[src/pkg/exc_pkg.sv]
// Constants, types and carriers of the exception entry and frame unit.
// Assumes a single processor clock and a 32-bit Avalon-MM register port.
package exc_pkg;

  // ************************************************
  // State word layout and values
  // ************************************************
  localparam int SR_T1      = 15;
  localparam int SR_T0      = 14;
  localparam int SR_S       = 13;
  localparam int SR_MASK_HI = 10;
  localparam int SR_MASK_LO = 8;
  localparam logic [15:0] SR_RESET = 16'h2700;

  // ************************************************
  // Interrupt acknowledge and vectors
  // ************************************************
  localparam logic [3:0] IACK_SPACE    = 4'hF;
  localparam logic [2:0] LEVEL_NMI     = 3'h7;
  localparam logic [7:0] VEC_SPURIOUS  = 8'h18;
  localparam logic [7:0] VEC_AUTO_BASE = 8'h18;

  // ************************************************
  // Stack frames
  // ************************************************
  localparam logic [3:0]  FMT_FOUR    = 4'h0;
  localparam logic [3:0]  FMT_SIX     = 4'h2;
  localparam logic [3:0]  FMT_FAULT   = 4'hC;
  localparam logic [31:0] STEP_FOUR   = 32'h0000_0008;
  localparam logic [31:0] STEP_SIX    = 32'h0000_000C;
  localparam logic [31:0] STEP_FAULT  = 32'h0000_0018;
  localparam logic [31:0] SSP_RESET   = 32'h0000_0000;
  localparam logic [7:0]  VERSION_RST = 8'h01;

  // ************************************************
  // Fault status word fields
  // ************************************************
  localparam int FSW_TP  = 15;
  localparam int FSW_MV  = 14;
  localparam int FSW_TR  = 12;
  localparam int FSW_B1  = 11;
  localparam int FSW_B0  = 10;
  localparam int FSW_RR  = 9;
  localparam int FSW_RM  = 8;
  localparam int FSW_IN  = 7;
  localparam int FSW_RW  = 6;
  localparam int FSW_LG  = 5;
  localparam int FSW_SZH = 4;
  localparam int FSW_SZL = 3;
  localparam int FSW_FCH = 2;
  localparam logic [1:0] SIZE_LONG = 2'h0;
  localparam logic [1:0] SIZE_BYTE = 2'h1;
  localparam logic [1:0] SIZE_WORD = 2'h2;

  // ************************************************
  // Register map (byte addresses)
  // ************************************************
  localparam logic [4:0] REG_STATE   = 5'h00;
  localparam logic [4:0] REG_SSP     = 5'h04;
  localparam logic [4:0] REG_VERSION = 5'h08;
  localparam logic [4:0] REG_STATUS  = 5'h0C;
  localparam logic [4:0] REG_FSW     = 5'h10;

  typedef enum logic [2:0] {
    ST_IDLE    = 3'b000,
    ST_IACK    = 3'b001,
    ST_PUSH    = 3'b010,
    ST_RTE     = 3'b011,
    ST_REWRITE = 3'b100,
    ST_HALT    = 3'b101
  } unit_state_e;

  typedef enum logic [2:0] {
    RES_NONE     = 3'b000,
    RES_FOUR     = 3'b001,
    RES_SIX      = 3'b010,
    RES_FAULT    = 3'b011,
    RES_FORMAT   = 3'b100,
    RES_BUSERR   = 3'b101
  } rte_result_e;

  typedef struct packed {
    logic [7:0]  vector;
    logic [31:0] pc;
    logic [15:0] sr;
  } push_frame_s;

  typedef struct packed {
    logic [3:0]  format;
    logic [15:0] sr;
    logic [31:0] pc;
    logic [15:0] fsw;
    logic [15:0] word14;
    logic        accessible;
  } rte_frame_s;

  typedef struct packed {
    logic       exc_class;
    logic       multi_register_move_xfer;
    logic       multi_register_move_prefetch;
    logic       prefetch;
    logic       read;
    logic       rmw;
    logic       released_write;
    logic       long_op;
    logic [1:0] size;
    logic [2:0] cycle_space_code;
    logic       trace_pend;
    logic       brk_ext;
    logic       brk_int;
  } fault_info_s;

  typedef struct packed {
    logic       read;
    logic [1:0] size;
    logic [2:0] cycle_space_code;
  } rerun_cycle_s;

endpackage : exc_pkg

[src/rtl/exception_frame_unit.sv]
// Interrupt recognition and vectoring, exception return frame checks and
// fault status word formation, with an Avalon-MM register port.
// Assumes the bus controller runs acknowledge, stacking and rewrite cycles.
//
// Notes on behaviour
// - Request lines pass a synchroniser; a level counts once stable two clocks.
// - Requests stay pending and are checked only at instruction boundaries.
// - Entry copies state word, sets supervisor, clears trace, raises mask.
// - Acknowledge cycle uses space F with the level on the address.
// - Autovector requests give vector 24 plus level, 25 to 31.
// - Bus fault on acknowledge gives spurious vector 24.
// - Vector, return address and saved state word are pushed.
// - Level seven fires on entering seven or mask dropping from seven.
// - Return from four-word frame adds 8, six-word frame adds 12.
// - Fault frames need valid format and matching version byte.
// - Invalid frame is format error, unreachable fault frame is bus error, else restore.
// - Frames from faults in exception stacking are rewritten; error halts.
// - Errors build a new frame below, rejected frame untouched.
// - Fault status word has fixed field positions, bit 13 zero.
// - Frame class bit is one only for faults while stacking.
// - Block move transfer sets move bit; its prefetch sets both bits.
// - Pending trace and both breakpoint channels are recorded.
// - Rerun bit marks released write; rerun on return if still set.
// - Locked and prefetch bits are recorded and ignored on restore.
// - Read bit is one for reads, reloaded when rerun is set.
// - Long operand bit set for long operands, ignored on restore.
// - Width codes 00 long, 01 byte, 10 word.
// - Cycle space code copied, reloaded when rerun is set.
// - Levels one to six below or at the mask are ignored.
`timescale 1ns/1ps
module exception_frame_unit (
  input  wire logic                  sys_clk,
  input  wire logic                  resetn,
  input  wire logic [7:1]            interrupt_request_lines,
  input  wire logic                  at_boundary,
  input  wire logic [31:0]           next_pc,
  output logic                       iack_req,
  output logic [3:0]                 iack_space,
  output logic [2:0]                 iack_level,
  input  wire logic                  iack_done,
  input  wire logic                  iack_autovector,
  input  wire logic                  iack_bus_fault,
  input  wire logic [7:0]            iack_vector,
  output logic                       push_valid,
  output exc_pkg::push_frame_s       push_frame,
  input  wire logic                  push_ack,
  input  wire logic                  rte_req,
  input  wire exc_pkg::rte_frame_s   rte_frame,
  output logic                       rte_done,
  output exc_pkg::rte_result_e       rte_result,
  output logic [31:0]                restored_pc,
  output logic                       rerun_valid,
  output exc_pkg::rerun_cycle_s      rerun_cycle,
  output logic                       rewrite_req,
  input  wire logic                  rewrite_done,
  input  wire logic                  rewrite_fault,
  output logic                       halted,
  input  wire logic                  fault_req,
  input  wire exc_pkg::fault_info_s  fault_info,
  output logic [15:0]                fault_status_word,
  output logic [15:0]                processor_state_word,
  input  wire logic [4:0]            avs_address,
  input  wire logic                  avs_read,
  input  wire logic                  avs_write,
  input  wire logic [31:0]           avs_writedata,
  output logic [31:0]                avs_readdata,
  output logic                       avs_waitrequest
);

  // ************************************************
  // State
  // ************************************************
  logic [7:1]               irq_s1, irq_s2, irq_s3, irq_filt;
  logic [2:0]               prev_level, prev_mask;
  logic                     nmi_pending, next_nmi_pending;
  exc_pkg::unit_state_e     state, next_state;
  logic [15:0]              sr, next_sr;
  logic [31:0]              supervisor_stack_pointer, next_ssp;
  logic [7:0]               version, next_version;
  logic [2:0]               pend_level, next_pend_level;
  exc_pkg::push_frame_s     next_push_frame;
  exc_pkg::rte_frame_s      frame, next_frame;
  logic                     next_rte_done, next_rerun_valid;
  exc_pkg::rte_result_e     next_rte_result;
  logic [31:0]              next_restored_pc;
  exc_pkg::rerun_cycle_s    next_rerun_cycle;
  logic [15:0]              next_fsw;
  logic                     bus_ack, next_bus_ack;
  logic [31:0]              next_readdata;
  logic [2:0]               level, mask;
  logic                     take_irq, nmi_set, wr_ok;

  // Three-stage synchroniser; filtered level moves only when stages agree
  always_ff @(posedge sys_clk or negedge resetn) begin
    if (!resetn) begin
      irq_s1   <= '0;
      irq_s2   <= '0;
      irq_s3   <= '0;
      irq_filt <= '0;
    end else begin
      irq_s1 <= interrupt_request_lines;
      irq_s2 <= irq_s1;
      irq_s3 <= irq_s2;
      for (int i = 1; i < 8; i++) begin
        if (irq_s2[i] == irq_s3[i]) begin
          irq_filt[i] <= irq_s3[i];
        end
      end
    end
  end

  // Highest active line gives the request level
  always_comb begin
    level = '0;
    for (int i = 1; i < 8; i++) begin
      if (irq_filt[i]) begin
        level = 3'(i);
      end
    end
  end

  // Recognition: level seven by transition, others against the mask
  assign mask     = sr[exc_pkg::SR_MASK_HI:exc_pkg::SR_MASK_LO];
  assign nmi_set  = (level == exc_pkg::LEVEL_NMI) &&
                    ((prev_level != exc_pkg::LEVEL_NMI) ||
                     ((prev_mask == exc_pkg::LEVEL_NMI) && (mask != exc_pkg::LEVEL_NMI)));
  assign take_irq = (state == exc_pkg::ST_IDLE) && at_boundary &&
                    (nmi_pending || ((level != exc_pkg::LEVEL_NMI) && (level > mask)));
  assign wr_ok    = avs_write && bus_ack;

  // ************************************************
  // Next-state logic
  // ************************************************
  always_comb begin
    next_state       = state;
    next_sr          = sr;
    next_ssp         = supervisor_stack_pointer;
    next_version     = version;
    next_pend_level  = pend_level;
    next_push_frame  = push_frame;
    next_frame       = frame;
    next_rte_done    = 1'b0;
    next_rte_result  = rte_result;
    next_restored_pc = restored_pc;
    next_rerun_valid = 1'b0;
    next_rerun_cycle = rerun_cycle;
    next_fsw         = fault_status_word;
    next_nmi_pending = nmi_pending;
    if (take_irq && nmi_pending) begin
      next_nmi_pending = 1'b0;
    end
    if (nmi_set) begin
      next_nmi_pending = 1'b1;
    end
    // Software writes to registers only while the unit is idle
    if (wr_ok && (state == exc_pkg::ST_IDLE) && !take_irq) begin
      case (avs_address)
        exc_pkg::REG_STATE:   next_sr      = avs_writedata[15:0];
        exc_pkg::REG_SSP:     next_ssp     = avs_writedata;
        exc_pkg::REG_VERSION: next_version = avs_writedata[7:0];
        default:              next_sr      = sr;
      endcase
    end
    case (state)
      exc_pkg::ST_IDLE: begin
        if (take_irq) begin
          next_push_frame.sr             = sr;
          next_push_frame.pc             = next_pc;
          next_sr[exc_pkg::SR_S]         = 1'b1;
          next_sr[exc_pkg::SR_T1]        = 1'b0;
          next_sr[exc_pkg::SR_T0]        = 1'b0;
          next_sr[exc_pkg::SR_MASK_HI:exc_pkg::SR_MASK_LO] = nmi_pending ?
                                           exc_pkg::LEVEL_NMI : level;
          next_pend_level                = nmi_pending ? exc_pkg::LEVEL_NMI : level;
          next_state                     = exc_pkg::ST_IACK;
        end else if (rte_req) begin
          next_frame = rte_frame;
          next_state = exc_pkg::ST_RTE;
        end
      end
      exc_pkg::ST_IACK: begin
        if (iack_done) begin
          if (iack_bus_fault) begin
            next_push_frame.vector = exc_pkg::VEC_SPURIOUS;
          end else if (iack_autovector) begin
            next_push_frame.vector = exc_pkg::VEC_AUTO_BASE + {5'h00, pend_level};
          end else begin
            next_push_frame.vector = iack_vector;
          end
          next_state = exc_pkg::ST_PUSH;
        end
      end
      exc_pkg::ST_PUSH: begin
        if (push_ack) begin
          next_ssp   = supervisor_stack_pointer - exc_pkg::STEP_FOUR;
          next_state = exc_pkg::ST_IDLE;
        end
      end
      exc_pkg::ST_RTE: begin
        next_rte_done = 1'b1;
        next_state    = exc_pkg::ST_IDLE;
        if (frame.format == exc_pkg::FMT_FOUR) begin
          next_sr          = frame.sr;
          next_restored_pc = frame.pc;
          next_ssp         = supervisor_stack_pointer + exc_pkg::STEP_FOUR;
          next_rte_result  = exc_pkg::RES_FOUR;
        end else if (frame.format == exc_pkg::FMT_SIX) begin
          next_sr          = frame.sr;
          next_restored_pc = frame.pc;
          next_ssp         = supervisor_stack_pointer + exc_pkg::STEP_SIX;
          next_rte_result  = exc_pkg::RES_SIX;
        end else if ((frame.format == exc_pkg::FMT_FAULT) && !frame.accessible) begin
          next_ssp        = supervisor_stack_pointer - exc_pkg::STEP_FAULT;
          next_rte_result = exc_pkg::RES_BUSERR;
        end else if ((frame.format == exc_pkg::FMT_FAULT) &&
                     (frame.word14[15:8] == version)) begin
          next_sr          = frame.sr;
          next_restored_pc = frame.pc;
          next_ssp         = supervisor_stack_pointer + exc_pkg::STEP_FAULT;
          next_rte_result  = exc_pkg::RES_FAULT;
          // Rerun, read, width and space are reloaded; class bit selects rewrite; other bits ignored
          next_rerun_valid      = frame.fsw[exc_pkg::FSW_RR];
          next_rerun_cycle.read = frame.fsw[exc_pkg::FSW_RW];
          next_rerun_cycle.size = frame.fsw[exc_pkg::FSW_SZH:exc_pkg::FSW_SZL];
          next_rerun_cycle.cycle_space_code = frame.fsw[exc_pkg::FSW_FCH:0];
          if (frame.fsw[exc_pkg::FSW_TP]) begin
            next_rte_done = 1'b0;
            next_state    = exc_pkg::ST_REWRITE;
          end
        end else begin
          next_ssp        = supervisor_stack_pointer - exc_pkg::STEP_FOUR;
          next_rte_result = exc_pkg::RES_FORMAT;
        end
      end
      exc_pkg::ST_REWRITE: begin
        if (rewrite_fault) begin
          next_state = exc_pkg::ST_HALT;
        end else if (rewrite_done) begin
          next_rte_done = 1'b1;
          next_state    = exc_pkg::ST_IDLE;
        end
      end
      exc_pkg::ST_HALT: next_state = exc_pkg::ST_HALT;
      default:          next_state = exc_pkg::ST_IDLE;
    endcase
    // Fault status word captured from the faulted cycle description
    if (fault_req) begin
      next_fsw                                      = '0;
      next_fsw[exc_pkg::FSW_TP]                     = fault_info.exc_class;
      next_fsw[exc_pkg::FSW_MV]                     = fault_info.multi_register_move_xfer |
                                                      fault_info.multi_register_move_prefetch;
      next_fsw[exc_pkg::FSW_TR]                     = fault_info.trace_pend;
      next_fsw[exc_pkg::FSW_B1]                     = fault_info.brk_ext;
      next_fsw[exc_pkg::FSW_B0]                     = fault_info.brk_int;
      next_fsw[exc_pkg::FSW_RR]                     = fault_info.released_write;
      next_fsw[exc_pkg::FSW_RM]                     = fault_info.rmw;
      next_fsw[exc_pkg::FSW_IN]                     = fault_info.prefetch |
                                                      fault_info.multi_register_move_prefetch;
      next_fsw[exc_pkg::FSW_RW]                     = fault_info.read |
                                                      fault_info.prefetch |
                                                      fault_info.multi_register_move_prefetch;
      next_fsw[exc_pkg::FSW_LG]                     = fault_info.long_op;
      next_fsw[exc_pkg::FSW_SZH:exc_pkg::FSW_SZL]   = fault_info.size;
      next_fsw[exc_pkg::FSW_FCH:0]                  = fault_info.cycle_space_code;
    end
  end

  // Avalon slave: one wait state, read data registered in the first cycle
  assign next_bus_ack = (avs_read || avs_write) && !bus_ack;
  always_comb begin
    next_readdata = avs_readdata;
    if (avs_read && !bus_ack) begin
      case (avs_address)
        exc_pkg::REG_STATE:   next_readdata = {16'h0000, sr};
        exc_pkg::REG_SSP:     next_readdata = supervisor_stack_pointer;
        exc_pkg::REG_VERSION: next_readdata = {24'h00_0000, version};
        exc_pkg::REG_STATUS:  next_readdata = {16'h0000, push_frame.vector, nmi_pending,
                                               level, halted, state};
        exc_pkg::REG_FSW:     next_readdata = {16'h0000, fault_status_word};
        default:              next_readdata = 32'h0000_0000;
      endcase
    end
  end

  // ************************************************
  // Registers
  // ************************************************
  always_ff @(posedge sys_clk or negedge resetn) begin
    if (!resetn) begin
      state             <= exc_pkg::ST_IDLE;
      sr                <= exc_pkg::SR_RESET;
      supervisor_stack_pointer               <= exc_pkg::SSP_RESET;
      version           <= exc_pkg::VERSION_RST;
      pend_level        <= '0;
      push_frame        <= '0;
      frame             <= '0;
      rte_done          <= 1'b0;
      rte_result        <= exc_pkg::RES_NONE;
      restored_pc       <= '0;
      rerun_valid       <= 1'b0;
      rerun_cycle       <= '0;
      fault_status_word <= '0;
      nmi_pending       <= 1'b0;
      prev_level        <= '0;
      prev_mask         <= exc_pkg::SR_RESET[exc_pkg::SR_MASK_HI:exc_pkg::SR_MASK_LO];
      bus_ack           <= 1'b0;
      avs_readdata      <= '0;
    end else begin
      state             <= next_state;
      sr                <= next_sr;
      supervisor_stack_pointer               <= next_ssp;
      version           <= next_version;
      pend_level        <= next_pend_level;
      push_frame        <= next_push_frame;
      frame             <= next_frame;
      rte_done          <= next_rte_done;
      rte_result        <= next_rte_result;
      restored_pc       <= next_restored_pc;
      rerun_valid       <= next_rerun_valid;
      rerun_cycle       <= next_rerun_cycle;
      fault_status_word <= next_fsw;
      nmi_pending       <= next_nmi_pending;
      prev_level        <= level;
      prev_mask         <= mask;
      bus_ack           <= next_bus_ack;
      avs_readdata      <= next_readdata;
    end
  end

  // Handshake outputs
  assign iack_req             = (state == exc_pkg::ST_IACK);
  assign iack_space           = exc_pkg::IACK_SPACE;
  assign iack_level           = pend_level;
  assign push_valid           = (state == exc_pkg::ST_PUSH);
  assign rewrite_req          = (state == exc_pkg::ST_REWRITE);
  assign halted               = (state == exc_pkg::ST_HALT);
  assign processor_state_word = sr;
  assign avs_waitrequest      = (avs_read || avs_write) && !bus_ack;

  // ************************************************
  // Assertions
  // ************************************************
  a_filter_agree: assert property (@(posedge sys_clk) disable iff (!resetn)
    $changed(irq_filt) |-> $past(irq_s2) == $past(irq_s3))
    else $error("filtered request moved without agreement");
  a_mask_ignores: assert property (@(posedge sys_clk) disable iff (!resetn)
    (state == exc_pkg::ST_IDLE) && !nmi_pending && (level <= mask) |=>
    state != exc_pkg::ST_IACK)
    else $error("masked request was taken");
  a_entry_state: assert property (@(posedge sys_clk) disable iff (!resetn)
    take_irq |=> sr[exc_pkg::SR_S] && !sr[exc_pkg::SR_T1] && !sr[exc_pkg::SR_T0] &&
    (mask == pend_level) && (push_frame.sr == $past(sr)))
    else $error("entry state word wrong");
  a_iack_level: assert property (@(posedge sys_clk) disable iff (!resetn)
    take_irq |=> iack_req && (iack_space == exc_pkg::IACK_SPACE) &&
    (iack_level == $past(nmi_pending ? exc_pkg::LEVEL_NMI : level)))
    else $error("acknowledge cycle level wrong");
  a_auto_vector: assert property (@(posedge sys_clk) disable iff (!resetn)
    iack_req && iack_done && iack_autovector && !iack_bus_fault |=>
    push_frame.vector == exc_pkg::VEC_AUTO_BASE + {5'h00, iack_level})
    else $error("autovector wrong");
  a_spurious_vec: assert property (@(posedge sys_clk) disable iff (!resetn)
    iack_req && iack_done && iack_bus_fault |=> push_valid &&
    (push_frame.vector == exc_pkg::VEC_SPURIOUS))
    else $error("spurious vector wrong");
  a_push_pc: assert property (@(posedge sys_clk) disable iff (!resetn)
    take_irq |=> push_frame.pc == $past(next_pc))
    else $error("stacked return address wrong");
  a_nmi_edge: assert property (@(posedge sys_clk) disable iff (!resetn)
    (level == exc_pkg::LEVEL_NMI) && (prev_level != exc_pkg::LEVEL_NMI) |=> nmi_pending)
    else $error("level seven edge missed");
  a_ret_step: assert property (@(posedge sys_clk) disable iff (!resetn)
    rte_done && (rte_result == exc_pkg::RES_SIX) && $past(state == exc_pkg::ST_RTE) |->
    supervisor_stack_pointer == $past(supervisor_stack_pointer) + exc_pkg::STEP_SIX)
    else $error("six-word return step wrong");
  a_version_chk: assert property (@(posedge sys_clk) disable iff (!resetn)
    (state == exc_pkg::ST_RTE) && (frame.format == exc_pkg::FMT_FAULT) && frame.accessible &&
    (frame.word14[15:8] != version) |=> rte_result == exc_pkg::RES_FORMAT)
    else $error("version mismatch accepted");
  a_rewrite_halt: assert property (@(posedge sys_clk) disable iff (!resetn)
    (state == exc_pkg::ST_REWRITE) && rewrite_fault |=> halted [*2])
    else $error("rewrite fault did not halt");
  a_fsw_class: assert property (@(posedge sys_clk) disable iff (!resetn)
    fault_req |=> !fault_status_word[13] &&
    (fault_status_word[exc_pkg::FSW_TP] == $past(fault_info.exc_class)))
    else $error("fault status word class wrong");

endmodule : exception_frame_unit

[config.mk]
export PLATFORM = sky130hd
export DESIGN_NAME = exception_frame_unit
export DESIGN_NICKNAME = d
export VERILOG_FILES = /design/src/pkg/exc_pkg.sv /design/src/rtl/exception_frame_unit.sv
export SDC_FILE = /design/constraint.sdc
export NUM_CORES = 1
export LEC_CHECK = 0
export ABC_CLOCK_PERIOD_IN_PS = 3300
export BUFFER_PORTS_ARGS = -buffer_cell sky130_fd_sc_hd__clkbuf_2
export CAP_MARGIN = 20
export CORE_ASPECT_RATIO = 0.8
export CORE_UTILIZATION = 55
export DETAILED_ROUTE_END_ITERATION = 6
export MAX_ROUTING_LAYER = met4
export PLACE_DENSITY = 0.81
export SLEW_MARGIN = 20
export SYNTH_ARGS = -nofsm -noshare
export SYNTH_HDL_FRONTEND = slang
export SYNTH_SLANG_ARGS = --single-unit
[constraint.sdc]
create_clock -name sys_clk -period 3.3 [get_ports sys_clk]
set_input_delay 0.825 -clock sys_clk [delete_from_list [all_inputs] [get_ports sys_clk]]
set_output_delay 0.825 -clock sys_clk [all_outputs]
set_load 0.01 [all_outputs]
## Word level (Yosys, flattened, before mapping)

Index checks and enable logic that the tools add are counted.

- Add/subtract/negate cells: 6
- $lt $le $gt $ge: 1
- Equal/unequal tests: 29
- Muxes and demuxes: 66
- Bitwise gates (word level): 8
- Reduce and logical (&&, ||, !) cells: 31

Operators with widths:

| cell | number |
|---|---|
| $mux 32 | 11 |
| $pmux 32 s5 | 1 |
| $mux 16 | 6 |
| $mux 3 | 24 |
| $add 32x4->32 const B | 2 |
| $pmux 32 s2 | 1 |
| $add 32x5->32 const B | 1 |
| $sub 32x4->32 const B | 1 |
| $sub 32x5->32 const B | 1 |
| $mux 8 | 3 |
| $pmux 3 s6 | 1 |
| $mux 1 | 15 |
| $ne 3x3->1 const B | 5 |
| $logic_and 1x1->1 | 13 |
| $eq 3x3->1 const B | 4 |
| $pmux 3 s2 | 2 |
| $eq 5x4->1 const B | 2 |
| $eq 8x8->1 | 1 |
| $eq 1x1->1 | 7 |
| $add 5x3->6 const A | 1 |
| $eq 3x2->1 const B | 2 |
| $reduce_and 2->1 | 3 |
| $reduce_and 3->1 | 2 |
| $eq 5x3->1 const B | 1 |
| 20 further kinds | 31 |

- Register bits: 329
- Input bits: 198
- Output and inout bits: 175

## Logic depth before layout (Yosys ltp)

- Word-level depth: 19
- Mapped depth: 16

## Least setup slack after synthesis

OpenSTA, ideal clock, no wires.

- Path kind: register to register
- Start: register supervisor_stack_pointer[3]
- End: register supervisor_stack_pointer[31]
- Library setup time: 134 ps
- Arrival time: 2692 ps
- Data required time: 3166 ps
- Slack: 474 ps
- Stages on the path, launching flop included: 12
- Clock period less this slack: 2826 ps
- Path through: dfrtp_1 -> clkbuf_1 -> inv_1 -> ha_1 -> clkbuf_1 -> nand3b_1 -> nor4_2 -> nand4_1 -> nor2_1 -> mux2i_1 -> a221o_1 -> o211ai_2

- Word-level cells in the longest chain between the ends: 6

RTL lines:

| item | RTL line | RTL |
|---|---|---|
| from (decl) | exception_frame_unit.sv:78 | `logic [31:0] supervisor_stack_pointer, next_ssp;` |
| from (signal assigned) | exception_frame_unit.sv:292 | `supervisor_stack_pointer <= exc_pkg::SSP_RESET;` |
| from (signal assigned) | exception_frame_unit.sv:311 | `supervisor_stack_pointer <= next_ssp;` |
| $sub 32x4->32 or $add 32x5->32 (tied branches) | exception_frame_unit.sv:195, exception_frame_unit.sv:231, exception_frame_unit.sv:219 |  |
| $mux 32 | exception_frame_unit.sv:215 | `end else if ((frame.format == exc_pkg::FMT_FAULT) &&` |
| $mux 32 | exception_frame_unit.sv:212 | `end else if ((frame.format == exc_pkg::FMT_FAULT) && !frame.accessible) begin` |
| $mux 32 | exception_frame_unit.sv:207 | `end else if (frame.format == exc_pkg::FMT_SIX) begin` |
| $mux 32 | exception_frame_unit.sv:202 | `if (frame.format == exc_pkg::FMT_FOUR) begin` |
| $pmux 32 s2 (*) | exception_frame_unit.sv:164 | `case (state)` |
| named net next_ssp[31] | exception_frame_unit.sv:78 |  |

Mark *: on every way through the listed nets, which the timed path passes. The rest lies on a longest branch.
A chain may end at the register's enable or synchronous reset.

## Worst setup path after layout

- Start: register irq_filt[2] (netlist name)
- End: register supervisor_stack_pointer[31]

- Word-level cells in the longest chain between the ends: 15

RTL lines:

| item | RTL line | RTL |
|---|---|---|
| from (decl) | exception_frame_unit.sv:73 | `logic [7:1] irq_s1, irq_s2, irq_s3, irq_filt;` |
| from (signal, indexed assignment) | exception_frame_unit.sv:106 | `irq_filt[i] <= irq_s3[i];` |
| $mux 3 (*) (6 in series) | exception_frame_unit.sv:116 | `if (irq_filt[i]) begin` |
| named net level[0] | exception_frame_unit.sv:90 | `logic [2:0] level, mask;` |
| $gt 3x3->1 or $ne 3x3->1 (tied branches) | exception_frame_unit.sv:128 | `(nmi_pending \|\| ((level != exc_pkg::LEVEL_NMI) && (level > mask)));` |
| $logic_and 1x1->1 (*) | exception_frame_unit.sv:128 |  |
| $logic_or 1x1->1 (*) | exception_frame_unit.sv:128 |  |
| $logic_and 1x1->1 (*) | exception_frame_unit.sv:127 | `assign take_irq = (state == exc_pkg::ST_IDLE) && at_boundary &&` |
| $logic_not 1->1 (*) | exception_frame_unit.sv:156 | `if (wr_ok && (state == exc_pkg::ST_IDLE) && !take_irq) begin` |
| $logic_and 1x1->1 (*) | exception_frame_unit.sv:156 |  |
| $mux 32 (*) | exception_frame_unit.sv:156 |  |
| $mux 32 | exception_frame_unit.sv:194 | `if (push_ack) begin` |
| $pmux 32 s2 (*) | exception_frame_unit.sv:164 |  |
| named net next_ssp[31] | exception_frame_unit.sv:78 |  |

Marked as above.

==> results.md <==
* Run status: complete, but fails checks
* Violated checks: design-rule violations
* Drt initial violations at 1941
* CP Class: reg2reg
* Total number of vias at 15400
* Multiplexer share of the synthesized area at 12.9%
* Pwr Total at 17100 uW
* Final clock period utilization by the worst path at 96.1%
* Total clock sinks at 313
* Worst Setup Slack post-DPL at 0.182 ns
* GR Util All Layers at 39.4%
* Post-DP HPWL at 42.4 mm
* Post-CTS Repair Setup Buffers at 0
* Number of max-capacitance violations reported at 0
* Synthesized area at 16300 sq um
* Share of the yosys chip area belonging to registers at 48.1%
* Setup slack of the critical path after layout at 0.130 ns
* Critical path data required time at 3.77 ns
* Critical path's top delay family: compound AO/OA/AOI/OAI gates
* Area fraction in and, or, nand and nor cells after synthesis at 17.3%
* Number of enable-type register cells in the synthesized netlist at 0
* Worst Tran Pin Value at 0.919 ns
* Layout cells sized above 1 at 34.0%
* Area growth from synthesis to layout at 22.9%
* Vias in the first global route at 15300
* Total core area at 28700 sq um
* Critical-path cell with the highest stage delay: a2111oi_1
* Number of antenna violations at the first check in global routing at 2
* Post-DRT Antenna Nets at 0
* Row count at 55
* Async SR Flop Fraction at 100%
* Final setup violating endpoints at 0
* Kind of path behind the tightest hold check: in2async
* Global-route wire length before repair at about 90 mm
* Detail-routed net length per standard cell at 23.9 um
* Adder-cell area share of the yosys netlist at less than 1%
* Worst setup SP type: flop
* First drt pass iteration count at 7
* Setup slack, reg-to-reg at 0.13 ns
* Critical Path Max Stage Delay at 0.46 ns
* Count of mapped cells out of synthesis at 1662
* CP arrival at 3.64 ns
* Number of primary I/O pins at roughly 370
* Maximum clock skew at final layout at 0.0364 ns
* Number of buffers created by CTS at 31
* Maximum count of clock buffers along a single path at 3
* Highest attainable clock frequency at about 0.32 GHz
* Source-to-sink clock delay at the later pin of the worst-skew pair at 0.60 ns
* Post-synthesis xor/xnor area fraction at 3.55%
* Post-Route Setup TNS at 0 ns
* RD Place Congestion at 1.04
* FF+latch count, synth at 313
* Initial Utilization at 56.8%
* Critical-path maximum fanout at 17
* Fraction of the mapped netlist area in compound gates at 13.5%
* Routed wire length at 58.2 mm
* Core utilization of the finished layout at 69.8%
* Input/output buffers at 351
* Worst Setup End Kind: flop
* Number of buffer and inverter instances along the worst setup path at 3
* DR DRC count at 14
* Ys flop type: dfrtp_1
* Die Span Y at 156 um
* Ratio of routed vias to standard cells at 6.30
* Critical path, cell by cell: inv_1 -> a21oi_1 -> nor2_1 -> nor2_1 -> o21bai_1 -> inv_1 -> ha_1 -> and3_1 -> a2111oi_1 -> and4b_2 -> buf_4 -> a32o_1 -> a21oi_1 -> and3_1 -> o211ai_2
* Distinct cell type count after synthesis at 80
* GRT overflow at 0
* IR Drop Worst-Case VDD at 548 uV
* Clock transition time at the flip-flop clock pins of the worst setup and hold paths at 0.06 ns
* Final max-slew violation count at 0
* Clk root buf: clkbuf_16
* Largest family of logic cells by synthesized area: simple AND/OR/NAND/NOR gates
* Number of hold violations in the final report at 0
* Mean Syn Cell Area at 9.80 sq um
* Die ar. at 30300 sq um
* Pleak at 0.00926 uW
* Power Density at between 800 and 900 nW/um^2
* Pin count of the biggest net entering global routing at 84
* Count of filler cells inserted in the layout at 2137
* Width of the die at 194 um
* Total number of nets in the final design at 2248
* Total of warnings raised by yosys at 0
* CTS tree: done
* Number of levels in the clock H-tree at 1
* Relative max-transition margin at 38.7%
* Shortest clock period the worst path allows after layout at 3.17 ns
-- registers in the layout, indices dropped and copies added, names as in the netlist, 8 cells and up --
register / flops
frame: 69
avs_readdata: 32
restored_pc: 32
supervisor_stack_pointer: 32
fault_status_word: 15
push_frame: 56
processor_state_word: 16
version: 8
-- layout make-up --
type                            instances  area [sq um]  share of cell area (%)
Antenna cell                            2          5.00                  0.0250
Tap cell                              370           463                    2.31
Inverter                               20          75.1                   0.375
Multi-Input combinational cell       1208          7920                    39.5
Clock inverter                         15           146                   0.731
Sequential cell                       313          7840                    39.2
Timing Repair Buffer                  469          2730                    13.6
Clock buffer                           40           850                    4.24
-- logic make-up after synthesis --
| group | after synthesis |
|---|---|
| compound gates | 329 |
| other cells | 2 |
| simple gates | 603 |
| xor+xnor | 66 |
| flops | 313 |
| mux | 191 |
| fa+ha+maj | 14 |
| buf+inv | 144 |
-- synthesized netlist by cell type (all sizes together) (5+ instances only) --
cell | count | area, sq um
dfrtp | 305 | 7630
nand2 | 288 | 1080
mux2 | 150 | 1690
o21ai | 120 | 601
nor2 | 104 | 393
clkbuf | 80 | 300
nor3 | 55 | 285
a21oi | 52 | 260
buf | 44 | 216
mux2i | 41 | 410
xnor2 | 35 | 307
nand3 | 34 | 175
xor2 | 31 | 272
nand4 | 23 | 159
a221oi | 22 | 193
nor4 | 22 | 178
inv | 19 | 71.3
a222oi | 17 | 170
o221ai | 17 | 149
o211ai | 12 | 95.1
or4 | 11 | 86.3
a211oi | 10 | 75.1
a31oi | 10 | 62.6
and2 | 10 | 62.6
and3 | 10 | 62.6
or3 | 10 | 62.6
dfstp | 8 | 210
o31ai | 8 | 60.1
a221o | 7 | 70.1
ha | 7 | 87.6
maj3 | 7 | 70.1
o22ai | 7 | 43.8
nand2b | 6 | 37.5
nand3b | 5 | 37.5
o21bai | 5 | 37.5
-- what timing repair did --
action	CTS	global route
hold buffers	0	0
gates resized for setup	0	3
endpoints found under the setup margin	0	20
-- worst register-to-register path, delay by kind of cell, from the launching register on --
family                     cells  cell delay [ns]
buffers and inverters          3             0.38
adders and majority gates      1             0.27
and+or+nand+nor                5             0.91
DFF                            1             0.39
AOI/OAI and AO/OA              6             1.12
-- stage by stage --
step	instances	instance area [sq um]	hold WS, ns
4_1_cts	2435	20000	0.193
3_3_place_gp	2380	19000	0.334
5_1_grt	2437	20000	0.206
2_1_floorplan	1665	16300	0.331
3_5_place_dp	2380	19000	0.336
6_report	2437	20000	0.163
-- per-layer routing --
layer	up-vias	share of wire, %	GRT usage [%]
met1	7368	40	51.9
met3	163	13	11.2
li1	6754	-	-
met2	1070	44	58.8
met5	-	0	-
met4	0	3.3	12.9
-- where the power goes --
group,switching (uW),internal (uW),leakage (uW)
combinational,3970,3030,0.00491
clock,1550,1970,0.000494
sequential,1360,5210,0.00385
-- cell usage in the layout (no fill, tap or decap), drive strengths merged, types with 5 or more instances in the layout --
| master | n |
|---|---|
| a211oi | 10 |
| a21oi | 52 |
| a221o | 7 |
| a221oi | 22 |
| a222oi | 17 |
| a31oi | 10 |
| and2 | 10 |
| and3 | 10 |
| buf | 119 |
| clkbuf | 390 |
| clkinv | 11 |
| conb | 5 |
| dfrtp | 305 |
| dfstp | 8 |
| ha | 7 |
| inv | 21 |
| maj3 | 7 |
| mux2 | 150 |
| mux2i | 41 |
| nand2 | 288 |
| nand2b | 6 |
| nand3 | 34 |
| nand3b | 5 |
| nand4 | 23 |
| nor2 | 104 |
| nor3 | 55 |
| nor4 | 22 |
| o211ai | 12 |
| o21ai | 120 |
| o21bai | 5 |
| o221ai | 17 |
| o22ai | 7 |
| o31ai | 8 |
| or3 | 10 |
| or4 | 11 |
| xnor2 | 35 |
| xor2 | 31 |
-- path summary, 6_finish.rpt --
check	from	end	cells after the start
max in group asynchronous	resetn	processor_state_word[8]	2
worst min-delay path	resetn	avs_readdata[23]	1
worst max register to register	irq_filt[2]	supervisor_stack_pointer[31]	15
worst min register to register	irq_s1[7]	irq_s2[7]	0
min in group sys_clk	interrupt_request_lines[6]	irq_s1[6]	1
worst max-delay path	irq_filt[2]	supervisor_stack_pointer[31]	15
Power figures use the tool's default switching activity.
